[src/rtl/ssoc_pkg.sv]
package ssoc_pkg;
   // ************************************************************
   // Timing
   // ************************************************************
   localparam int CLK_NS = 25;
   localparam int SYNC_MIN_NS = 50000;
   localparam int SYNC_MAX_NS = 300000;
   localparam int ACT_WIN_NS = 10000000;
   localparam int SYNC_MIN_CYC = (SYNC_MIN_NS + CLK_NS - 1) / CLK_NS;
   localparam int SYNC_MAX_CYC = SYNC_MAX_NS / CLK_NS;
   localparam int ACT_WIN_CYC = ACT_WIN_NS / CLK_NS;
   localparam int FRAC_W = 27;
   localparam int FBI_W = 16;
   localparam int NOUT = 4;

   // ************************************************************
   // Register map
   // ************************************************************
   localparam logic [7:0] A_CTRL = 8'h00;
   localparam logic [7:0] A_STAT = 8'h04;
   localparam logic [7:0] A_FBINT = 8'h08;
   localparam logic [7:0] A_FBFRAC = 8'h0c;
   localparam logic [7:0] A_DCO = 8'h10;
   localparam logic [7:0] A_OCFG = 8'h14;
   localparam logic [7:0] A_DIV0 = 8'h18;
   localparam logic [7:0] A_DIV1 = 8'h1c;
   localparam logic [7:0] A_DIV2 = 8'h20;
   localparam logic [7:0] A_DIV3 = 8'h24;
   localparam logic [7:0] A_LOSCFG = 8'h28;
   localparam logic [7:0] A_LOSTIM = 8'h2c;
   localparam logic [7:0] A_ACTNOM = 8'h30;
   localparam logic [7:0] A_ACTMRG = 8'h34;

   localparam int C_INBUF = 0;
   localparam int C_SE = 1;
   localparam int C_BIAS = 2;
   localparam int C_REFSEL = 3;
   localparam int C_DBL = 4;
   localparam int C_P3 = 5;
   localparam int C_OESEL = 6;
   localparam int C_STIMM = 7;
   localparam int C_GPIO = 8;
   localparam int C_SYNC = 9;

   localparam int S_LOCK = 0;
   localparam int S_LOL = 1;
   localparam int S_LOS = 2;
   localparam int S_ACT = 5;
   localparam int S_BUSY = 7;
   localparam int S_RUN = 8;

   localparam int O_MODE = 0;
   localparam int O_BOTH = 2;
   localparam int O_DIS = 3;
   localparam int O_PD = 5;
   localparam int O_OFF = 6;

   localparam int L_NOM = 0;
   localparam int L_ACC = 16;
   localparam int L_REJ = 24;
   localparam int T_FAIL = 0;
   localparam int T_GOOD = 4;
   localparam int G_ACC = 0;
   localparam int G_REJ = 16;

   localparam logic [1:0] M_HCSL = 2'h0;
   localparam logic [1:0] M_LVDS = 2'h1;
   localparam logic [1:0] M_CMOS = 2'h2;
   localparam logic [1:0] D_LOW = 2'h0;
   localparam logic [1:0] D_HIGH = 2'h1;
   localparam logic [1:0] D_HIZ = 2'h2;

   localparam logic [15:0] R_FBINT = 16'h0064;
   localparam logic [15:0] R_DIV = 16'h0004;
   localparam logic [31:0] R_LOSCFG = 32'h0402_0010;
   localparam logic [7:0] R_LOSTIM = 8'h33;
   localparam logic [23:0] R_ACTNOM = 24'h0f_4240;
   localparam logic [31:0] R_ACTMRG = 32'h0010_0008;

   // ************************************************************
   // Carriers
   // ************************************************************
   typedef struct packed {
      logic [7:0] paddr;
      logic psel;
      logic penable;
      logic pwrite;
      logic [31:0] pwdata;
   } ssoc_apb_req_t;

   typedef struct packed {
      logic [31:0] prdata;
      logic pready;
      logic pslverr;
   } ssoc_apb_rsp_t;

   typedef struct packed {
      logic inbuf_en;
      logic single_ended;
      logic bias_en;
      logic ref_sel;
      logic doubler_en;
      logic p3_bypass;
      logic [FBI_W-1:0] fb_int;
      logic [FRAC_W-1:0] fb_frac;
      logic [31:0] dco_offset;
   } ssoc_cfg_t;

   typedef struct packed {
      logic [NOUT-1:0] out_p;
      logic [NOUT-1:0] out_n;
      logic [NOUT-1:0] out_oe;
   } ssoc_pins_t;
endpackage

[src/rtl/ssoc_top.sv]
// The APB slave port and the address map were left to the implementer.
module ssoc_top #(
   parameter int SYNC_MAX = ssoc_pkg::SYNC_MAX_CYC,
   parameter int ACT_WIN = ssoc_pkg::ACT_WIN_CYC,
   parameter int DIV_W = 16
) (
   input wire logic ref_clk,
   input wire logic reset,
   input ssoc_pkg::ssoc_apb_req_t apb_req,
   output ssoc_pkg::ssoc_apb_rsp_t apb_rsp,
   input wire logic supplies_ok,
   input wire logic config_done,
   input wire logic pll_lock,
   input wire logic enable_pin,
   input wire logic [2:0] mon_clk,
   output ssoc_pkg::ssoc_cfg_t cfg,
   output ssoc_pkg::ssoc_pins_t pins,
   output logic lock_gpio
);
   import ssoc_pkg::*;

   localparam int SW = $clog2(SYNC_MAX + 1);
   localparam int AW = $clog2(ACT_WIN + 1);

   // ************************************************************
   // State
   // ************************************************************
   typedef enum logic [2:0] {PH_PWR, PH_LOAD, PH_SYNC, PH_LOCKWAIT, PH_RUN} ssoc_phase_t;

   typedef struct packed {
      ssoc_apb_rsp_t rsp;
      ssoc_cfg_t cfg;
      ssoc_pins_t pins;
      logic gpio;
      logic oe_sel;
      logic start_imm;
      logic gpio_sel;
      logic lol;
      logic lock_q;
      logic started;
      logic [NOUT-1:0][7:0] ocfg;
      logic [NOUT-1:0][DIV_W-1:0] ratio;
      logic [NOUT-1:0][DIV_W-1:0] dcnt;
      logic [NOUT-1:0] dclk;
      logic [NOUT-1:0] gate;
      ssoc_phase_t phase;
      logic [SW-1:0] scnt;
      logic [31:0] los_cfg;
      logic [7:0] los_times;
      logic [23:0] act_nom;
      logic [31:0] act_marg;
      logic [2:0] mon_q;
      logic [2:0][15:0] lcnt;
      logic [2:0][3:0] lfail;
      logic [2:0][3:0] lgood;
      logic [2:0] los_sts;
      logic [AW-1:0] wcnt;
      logic [1:0][23:0] ecnt;
      logic [1:0] act_sts;
   } ssoc_state_t;

   ssoc_state_t s;
   ssoc_state_t n;

   logic acc;
   logic wr;
   logic hit;
   logic sync_req;
   logic sync_done;
   logic edg;
   logic tmo;
   logic wend;
   logic [1:0] jd;
   logic [31:0] rd;
   logic [NOUT-1:0] pd;
   logic [NOUT-1:0] want;
   logic [DIV_W-1:0] r;
   logic [15:0] los_nom;
   logic [7:0] los_acc;
   logic [7:0] los_rej;
   logic [15:0] act_acc;
   logic [15:0] act_rej;

   function automatic ssoc_state_t rst_state();
      ssoc_state_t x;
      x = '0;
      x.cfg.fb_int = R_FBINT;
      for (int i = 0; i < NOUT; i++) begin
         x.ratio[i] = DIV_W'(R_DIV);
      end
      x.los_cfg = R_LOSCFG;
      x.los_times = R_LOSTIM;
      x.act_nom = R_ACTNOM;
      x.act_marg = R_ACTMRG;
      return x;
   endfunction

   // Returns {out of reject band, inside accept band}
   function automatic logic [1:0] judge(
      input logic [23:0] m,
      input logic [23:0] nom,
      input logic [23:0] am,
      input logic [23:0] rm
   );
      logic [23:0] d;
      d = (m > nom) ? m - nom : nom - m;
      return {d > rm, d <= am};
   endfunction

   assign los_nom = s.los_cfg[L_NOM +: 16];
   assign los_acc = s.los_cfg[L_ACC +: 8];
   assign los_rej = s.los_cfg[L_REJ +: 8];
   assign act_acc = s.act_marg[G_ACC +: 16];
   assign act_rej = s.act_marg[G_REJ +: 16];

   // ************************************************************
   // Next state
   // ************************************************************
   always_comb begin
      n = s;
      edg = 1'b0;
      tmo = 1'b0;
      jd = 2'b00;
      r = '0;
      sync_req = 1'b0;
      sync_done = 1'b0;
      // APB slave: answer one cycle into the access phase
      acc = apb_req.psel & apb_req.penable;
      hit = 1'b1;
      rd = '0;
      case (apb_req.paddr)
         A_CTRL: begin
            rd[C_INBUF] = s.cfg.inbuf_en;
            rd[C_SE] = s.cfg.single_ended;
            rd[C_BIAS] = s.cfg.bias_en;
            rd[C_REFSEL] = s.cfg.ref_sel;
            rd[C_DBL] = s.cfg.doubler_en;
            rd[C_P3] = s.cfg.p3_bypass;
            rd[C_OESEL] = s.oe_sel;
            rd[C_STIMM] = s.start_imm;
            rd[C_GPIO] = s.gpio_sel;
         end
         A_STAT: begin
            rd[S_LOCK] = s.lock_q;
            rd[S_LOL] = s.lol;
            rd[S_LOS +: 3] = s.los_sts;
            rd[S_ACT +: 2] = s.act_sts;
            rd[S_BUSY] = s.phase == PH_SYNC;
            rd[S_RUN] = s.started;
         end
         A_FBINT: rd[FBI_W-1:0] = s.cfg.fb_int;
         A_FBFRAC: rd[FRAC_W-1:0] = s.cfg.fb_frac;
         A_DCO: rd = s.cfg.dco_offset;
         A_OCFG: rd = s.ocfg;
         A_DIV0: rd[DIV_W-1:0] = s.ratio[0];
         A_DIV1: rd[DIV_W-1:0] = s.ratio[1];
         A_DIV2: rd[DIV_W-1:0] = s.ratio[2];
         A_DIV3: rd[DIV_W-1:0] = s.ratio[3];
         A_LOSCFG: rd = s.los_cfg;
         A_LOSTIM: rd[7:0] = s.los_times;
         A_ACTNOM: rd[23:0] = s.act_nom;
         A_ACTMRG: rd = s.act_marg;
         default: hit = 1'b0;
      endcase
      n.rsp.pready = acc & ~s.rsp.pready;
      n.rsp.pslverr = acc & ~s.rsp.pready & ~hit;
      if (acc & ~s.rsp.pready) begin
         n.rsp.prdata = apb_req.pwrite ? 32'h0 : rd;
      end
      // Writes land on the edge that completes the transfer
      wr = acc & s.rsp.pready & apb_req.pwrite & hit;
      if (wr) begin
         case (apb_req.paddr)
            A_CTRL: begin
               n.cfg.inbuf_en = apb_req.pwdata[C_INBUF];
               n.cfg.single_ended = apb_req.pwdata[C_SE];
               n.cfg.bias_en = apb_req.pwdata[C_BIAS];
               n.cfg.ref_sel = apb_req.pwdata[C_REFSEL];
               n.cfg.doubler_en = apb_req.pwdata[C_DBL];
               n.cfg.p3_bypass = apb_req.pwdata[C_P3];
               n.oe_sel = apb_req.pwdata[C_OESEL];
               n.start_imm = apb_req.pwdata[C_STIMM];
               n.gpio_sel = apb_req.pwdata[C_GPIO];
               sync_req = apb_req.pwdata[C_SYNC];
            end
            A_STAT: begin
               if (apb_req.pwdata[S_LOL]) begin
                  n.lol = 1'b0;
               end
            end
            A_FBINT: n.cfg.fb_int = apb_req.pwdata[FBI_W-1:0];
            A_FBFRAC: n.cfg.fb_frac = apb_req.pwdata[FRAC_W-1:0];
            A_DCO: n.cfg.dco_offset = apb_req.pwdata;
            A_OCFG: n.ocfg = apb_req.pwdata;
            A_DIV0: n.ratio[0] = apb_req.pwdata[DIV_W-1:0];
            A_DIV1: n.ratio[1] = apb_req.pwdata[DIV_W-1:0];
            A_DIV2: n.ratio[2] = apb_req.pwdata[DIV_W-1:0];
            A_DIV3: n.ratio[3] = apb_req.pwdata[DIV_W-1:0];
            A_LOSCFG: n.los_cfg = apb_req.pwdata;
            A_LOSTIM: n.los_times = apb_req.pwdata[7:0];
            A_ACTNOM: n.act_nom = apb_req.pwdata[23:0];
            A_ACTMRG: n.act_marg = apb_req.pwdata;
            default: n.lol = s.lol;
         endcase
      end

      // ************************************************************
      // Lock tracking
      // ************************************************************
      n.lock_q = pll_lock;
      // Placed after the clear so a coincident fall is kept
      if (s.lock_q & ~pll_lock) begin
         n.lol = 1'b1;
      end
      n.gpio = s.gpio_sel & pll_lock;

      // ************************************************************
      // Start-up and divider sync
      // ************************************************************
      // Compared at full width: the minimum may exceed a short counter
      sync_done = ((32'(s.scnt) >= 32'(SYNC_MIN_CYC)) & pll_lock)
         | (s.scnt >= SW'(SYNC_MAX - 1));
      case (s.phase)
         PH_PWR: begin
            if (supplies_ok) begin
               n.phase = PH_LOAD;
            end
         end
         PH_LOAD: begin
            if (config_done) begin
               n.phase = PH_SYNC;
               n.scnt = '0;
            end
         end
         PH_SYNC: begin
            n.scnt = s.scnt + SW'(1);
            if (sync_done) begin
               if (s.started | s.start_imm) begin
                  n.phase = PH_RUN;
                  n.started = 1'b1;
               end else begin
                  n.phase = PH_LOCKWAIT;
               end
            end
         end
         PH_LOCKWAIT: begin
            if (pll_lock) begin
               n.phase = PH_RUN;
               n.started = 1'b1;
            end
         end
         PH_RUN: n.phase = PH_RUN;
         default: n.phase = PH_PWR;
      endcase
      // Manual resync; its gap shows on enabled outputs
      if (sync_req & (s.phase == PH_RUN || s.phase == PH_LOCKWAIT)) begin
         n.phase = PH_SYNC;
         n.scnt = '0;
      end

      // ************************************************************
      // Output dividers, gates and drivers
      // ************************************************************
      for (int i = 0; i < NOUT; i++) begin
         pd[i] = s.ocfg[i][O_PD];
         want[i] = (s.phase == PH_RUN) & ~pd[i] & ~s.ocfg[i][O_OFF]
            & (s.oe_sel | enable_pin);
         // Next phase, so a sync stops the dividers on its first cycle
         if (n.phase == PH_RUN || n.phase == PH_LOCKWAIT) begin
            r = (s.ratio[i] < DIV_W'(2)) ? DIV_W'(2) : s.ratio[i];
            n.dcnt[i] = (s.dcnt[i] >= r - DIV_W'(1)) ? '0 : s.dcnt[i] + DIV_W'(1);
            n.dclk[i] = n.dcnt[i] < (r >> 1);
         end else begin
            n.dcnt[i] = '0;
            n.dclk[i] = 1'b0;
         end
         // Only while low, so every high pulse is whole
         if (~s.dclk[i]) begin
            n.gate[i] = want[i];
         end
         if (s.phase == PH_PWR || pd[i]) begin
            n.pins.out_oe[i] = 1'b0;
            n.pins.out_p[i] = 1'b0;
            n.pins.out_n[i] = 1'b0;
         end else if (n.gate[i]) begin
            n.pins.out_oe[i] = 1'b1;
            n.pins.out_p[i] = n.dclk[i];
            if (s.ocfg[i][O_MODE +: 2] == M_CMOS) begin
               n.pins.out_n[i] = s.ocfg[i][O_BOTH] & n.dclk[i];
            end else begin
               n.pins.out_n[i] = ~n.dclk[i];
            end
         end else begin
            case (s.ocfg[i][O_DIS +: 2])
               D_HIGH: begin
                  n.pins.out_oe[i] = 1'b1;
                  n.pins.out_p[i] = 1'b1;
                  n.pins.out_n[i] = 1'b1;
               end
               D_HIZ: begin
                  n.pins.out_oe[i] = 1'b0;
                  n.pins.out_p[i] = 1'b0;
                  n.pins.out_n[i] = 1'b0;
               end
               default: begin
                  n.pins.out_oe[i] = 1'b1;
                  n.pins.out_p[i] = 1'b0;
                  n.pins.out_n[i] = 1'b0;
               end
            endcase
         end
      end

      // ************************************************************
      // Loss-of-signal monitors: ref 0, ref 1, crystal
      // ************************************************************
      n.mon_q = mon_clk;
      for (int i = 0; i < 3; i++) begin
         edg = mon_clk[i] & ~s.mon_q[i];
         // Missing edges are judged without waiting forever
         tmo = {1'b0, s.lcnt[i]} > ({1'b0, los_nom} + {9'h0, los_rej});
         jd = judge({8'h0, s.lcnt[i]}, {8'h0, los_nom}, {16'h0, los_acc},
            {16'h0, los_rej});
         if (edg | tmo) begin
            n.lcnt[i] = 16'h1;
            if (jd[1]) begin
               n.lgood[i] = 4'h0;
               if (s.lfail[i] != 4'hf) begin
                  n.lfail[i] = s.lfail[i] + 4'h1;
               end
            end else if (jd[0]) begin
               n.lfail[i] = 4'h0;
               if (s.lgood[i] != 4'hf) begin
                  n.lgood[i] = s.lgood[i] + 4'h1;
               end
            end
         end else if (s.lcnt[i] != 16'hffff) begin
            n.lcnt[i] = s.lcnt[i] + 16'h1;
         end
         if (n.lfail[i] != 4'h0 && n.lfail[i] >= s.los_times[T_FAIL +: 4]) begin
            n.los_sts[i] = 1'b1;
         end else if (n.lgood[i] != 4'h0 && n.lgood[i] >= s.los_times[T_GOOD +: 4]) begin
            n.los_sts[i] = 1'b0;
         end
      end

      // ************************************************************
      // Activity monitors on the two reference inputs
      // ************************************************************
      wend = s.wcnt == AW'(ACT_WIN - 1);
      n.wcnt = wend ? '0 : s.wcnt + AW'(1);
      for (int i = 0; i < 2; i++) begin
         edg = mon_clk[i] & ~s.mon_q[i];
         jd = judge(s.ecnt[i], s.act_nom, {8'h0, act_acc}, {8'h0, act_rej});
         if (wend) begin
            n.ecnt[i] = {23'h0, edg};
            // Fail and good thresholds are both one here
            if (jd[1]) begin
               n.act_sts[i] = 1'b1;
            end else if (jd[0]) begin
               n.act_sts[i] = 1'b0;
            end
         end else if (edg && s.ecnt[i] != 24'hff_ffff) begin
            n.ecnt[i] = s.ecnt[i] + 24'h1;
         end
      end
   end

   always_ff @(posedge ref_clk) begin
      if (reset) begin
         s <= rst_state();
      end else begin
         s <= n;
      end
   end

   assign apb_rsp = s.rsp;
   assign cfg = s.cfg;
   assign pins = s.pins;
   assign lock_gpio = s.gpio;
endmodule

[config.mk]
export PLATFORM = sky130hd
export DESIGN_NAME = ssoc_top
export DESIGN_NICKNAME = d
export VERILOG_FILES = /design/src/rtl/ssoc_pkg.sv /design/src/rtl/ssoc_top.sv
export SDC_FILE = /design/constraint.sdc
export NUM_CORES = 2
export LEC_CHECK = 0
export ABC_AREA = 1
export BUFFER_PORTS_ARGS = -buffer_cell sky130_fd_sc_hd__buf_4
export CORE_MARGIN = 2
export CORE_UTILIZATION = 40
export DETAILED_ROUTE_END_ITERATION = 16
export PLACE_DENSITY = 0.55
export RECOVER_POWER = 25
export SYNTH_ARGS = -nofsm -noshare
export SYNTH_HDL_FRONTEND = slang
export SYNTH_SLANG_ARGS = --single-unit
[constraint.sdc]
create_clock -name ref_clk -period 5.6 [get_ports ref_clk]
set_input_delay 0.56 -clock ref_clk [delete_from_list [all_inputs] [get_ports ref_clk]]
set_output_delay 0.56 -clock ref_clk [all_outputs]
set_load 0.02 [all_outputs]
==> flow_summary_export.csv <==
group,metric,value,unit
setup_path,critPathSlowestCell,"dfxtp_1",
pwr,ir_drop,0.000222,V
setup_path,worstReg2RegEnd,"s[69]",
final_layout,drive_gt1_share,7.06,%
setup_path,cp.arrival,5.79,ns
clock_network,cts_buffers,71,
logic_synthesis,synth_top_family_by_area,"simple AND/OR/NAND/NOR gates",
clock_network,clk_pin_slew,0.06,ns
logic_synthesis,yosys.area.top_type,"dfxtp_1",
global_route,grt_pass1_wl,269000,um
clock_network,root_buffer,"clkbuf_16",
logic_synthesis,synth_warnings,0,
placed_design,portBuffers,179,
logic_synthesis,synth_top_area_share,24.9,%
clock_network,cts_post_setup_buffers_inserted,0,
timing,finalCriticalPeriod,5.31,ns
logic_synthesis,yosysSeqAreaShare,24.9,%
logic_synthesis,synth_compound_area_share,18.7,%
run,drv_cap,4,
logic_synthesis,synthDistinctLibCells,69,
clock_network,cts.htree.levels,3,
logic_synthesis,synthCells,6739,
clock_network,postCtsResizedCells,0,
logic_synthesis,mappedNetlistArea,45100,sq um
detailed_routing,post_drt_wl_per_cell,21.8,um
setup_path,endpoint,"s[69]",
pwr,power_density,209,nW/um^2
placed_design,gp_congestion,1.00,
setup_path,cp-startpoint,"los_nom[15]",
final_layout,design_area,50100,sq um
pwr,swShare,28.2,%
global_route,antenna_found_initial,9,
timing,fin_crit_sh,94.8,%
setup_path,rr_worst_depth,29,
clock_network,clk-insertion-delay-late,0.68,ns
detailed_routing,drc,0,
logic_synthesis,synthMuxAreaShare,0.344,%
die,start_util,40.2,%
worst_hold_path,holdCritPathClass,"primary input to register",
clock_network,cts_hold_buf,0,
logic_synthesis,avgSynthCellArea,6.70,sq um
logic_synthesis,synth-adder-area-share,15.0,%
timing,rsz0062_at_grt,"true",
die,std_cell_rows,123,
setup_path,end_kind,"register",
logic_synthesis,syn_nets,7326,
pwr,clock_power_share,48.8,%
clock_network,cts_sinks,562,
logic_synthesis,synthFlopType,"dfxtp_1",
placed_design,hpwl,147000,um
detailed_routing,routed_wl,183000,um
timing,setup_viol,0,
clock_network,cts_tree,"built",
die,ioPinCount,180,
timing,finalWorstSetupSlack,0.290,ns
timing,fmax,188,MHz
clock_network,clock_path_buffers,3,
detailed_routing,drtIter0Drc,4992,
timing,hold_violations,0,
logic_synthesis,synthSimpleGateAreaFrac,24.8,%
global_route,grt_max_degree,77,
status,run_status,"finished with violations",
global_route,grt_overflow,0,
placed_design,pre_cts_ws,0.144,ns
setup_path,r2r_slack,0.29,ns
detailed_routing,vias_per_cell,5.51,
die,die_h,340,um
logic_synthesis,yosys_register_bits,562,
setup_path,start_kind,"register",
logic_synthesis,synth-xor-area-share,3.80,%
global_route,grt_pass1_vias,41900,
die,core-area,112000,sq um
timing,skew,0.0494,ns
final_layout,nets,7423,
pwr,sequentialPowerShare,39.4,%
die,die_area,116000,sq um
logic_synthesis,synth_async_sr_flop_share,0,%
setup_path,worstPathRequired,6.08,ns
pwr,internal_power,7.52,mW
logic_synthesis,synth_area_leaders,"dfxtp_1 (25%), ha_1 (15%), nand2_1 (11%), inv_1 (8.3%), a21oi_1 (7.7%)",
detailed_routing,dr.pass1.iters,9,
detailed_routing,postRouteAntennaNets,0,
pwr,p_comb_share,11.8,%
final_layout,fillers,11900,
timing,tns,0,ns
setup_path,timing.rr.start,"los_nom[15]",
timing,slew_violations,176,
die,fp.dieW,340,um
pwr,p_leak,22.4,nW
pwr,p_sw,2.95,mW
final_layout,area_growth_syn_to_layout,10.9,%
status,violations,"capacitance limit, slew limit",
setup_path,slowest_delay,0.76,ns
timing,maxSlewHeadroom,-103,%
setup_path,crit_fanout,17,
setup_path,path_class,"register to register",
timing,tightest_slew,3.04,ns
logic_synthesis,synth_edf_count,0,
global_route,grt_usage,30.5,%
detailed_routing,vias,46200,
placed_design,place_area,47800,sq um
final_layout,n_antenna_cell,0,
## per-layer routing
layer	wire (um)	part of all wire (%)	GRT usage [%]
met5	0	0	0
met4	7840	4.3	12.0
met3	14800	8.1	4.57
met2	77000	42	45.9
met1	83300	46	43.6
## power groups by stage
stage | Combinational [mW] | Clock (mW) | Sequential, mW
2_1_floorplan | 0.736 | 0 | 4.19
3_3_place_gp | 1.20 | 0 | 4.21
3_5_place_dp | 1.21 | 0 | 4.21
4_1_cts | 1.22 | 5.19 | 4.13
5_1_grt | 1.36 | 5.34 | 4.13
6_report | 1.23 | 5.10 | 4.13
## layout by cell type (no fill, tap or decap), types with 31 or more instances in the layout
cell type,instances
a21oi_1,697
buf_4,193
clkbuf_1,138
clkbuf_16,71
dfxtp_1,547
ha_1,519
inv_1,1004
nand2_1,1287
nand2_2,32
nand3_1,327
nand4_1,104
nor2_1,479
nor3_1,187
nor4_1,59
o211ai_1,40
o21ai_0,463
o21bai_1,31
o22ai_1,80
xnor2_1,35
xor2_1,160
## sequential cells by signal, summed over array words and instances (netlist names)
register,flops
los_nom,16
pd,4
los_rej,8
s,366
act_rej,16
act_acc,16
los_acc,8
apb_rsp,34
cfg,81
lock_gpio,1
pins,12
## per-stage QoR
| step | power [mW] | utilization (%) | hold slack (ns) | instances |
|---|---|---|---|---|
| after floorplan | 4.93 | - | 0.418 | 6739 |
| after global placement | 5.42 | 42.6 | 0.434 | 8263 |
| after detailed placement | 5.43 | 42.6 | 0.442 | 8263 |
| after CTS | 10.5 | 44.9 | 0.149 | 8394 |
| after global routing | 10.8 | 44.6 | 0.196 | 8394 |
| final | 10.5 | 44.6 | 0.197 | 8394 |
## layout make-up
class	count	area, sq um	area share (%)
well taps	1500	1880	3.75
inverters	1032	3880	7.75
flip-flops and latches	562	11300	22.5
clock buffers	90	1980	3.95
clock inverters	41	604	1.21
multi-input cells	4842	28500	56.9
repair buffers	327	1980	3.96
## cell families after synthesis
| family | after synthesis |
|---|---|
| AND/OR/NAND/NOR | 2579 |
| flip-flops | 562 |
| buffers and inverters | 1335 |
| AO/OA/AOI/OAI | 1517 |
| adder cells (fa/ha/maj) | 535 |
| multiplexers | 15 |
| XOR/XNOR | 196 |
## cells in the mapped netlist, types with 35 or more instances
master	number
nand2_1	1292
inv_1	1004
a21oi_1	698
dfxtp_1	562
ha_1	524
nor2_1	486
o21ai_0	466
nand3_1	330
nor3_1	194
xor2_1	161
buf_4	132
clkbuf_1	129
nand4_1	104
o22ai_1	80
nor4_1	63
o211ai_1	40
xnor2_1	35
## how the worst min path moves through the flow
stage | startpoint | end | slack [ns] | cells after the start
floorplan | s[50] | s[50] | 0.42 | 1
global placement | s[50] | s[50] | 0.43 | 1
detailed placement | s[50] | s[50] | 0.44 | 1
CTS | apb_req[32] | apb_rsp[10] | 0.15 | 3
global route | apb_req[16] | s[195] | 0.20 | 3
finish | apb_req[32] | apb_rsp[10] | 0.20 | 3
## critical path, delay by kind of cell (launching register included)
kind	cells	cell delay, ns
DFF	1	0.76
and+or+nand+nor	12	1.15
xor gates and xnor gates	1	0.27
adders and majority gates	3	0.87
AOI/OAI and AO/OA	9	1.29
buffers and inverters	4	0.75
Power figures use the tool's default switching activity.
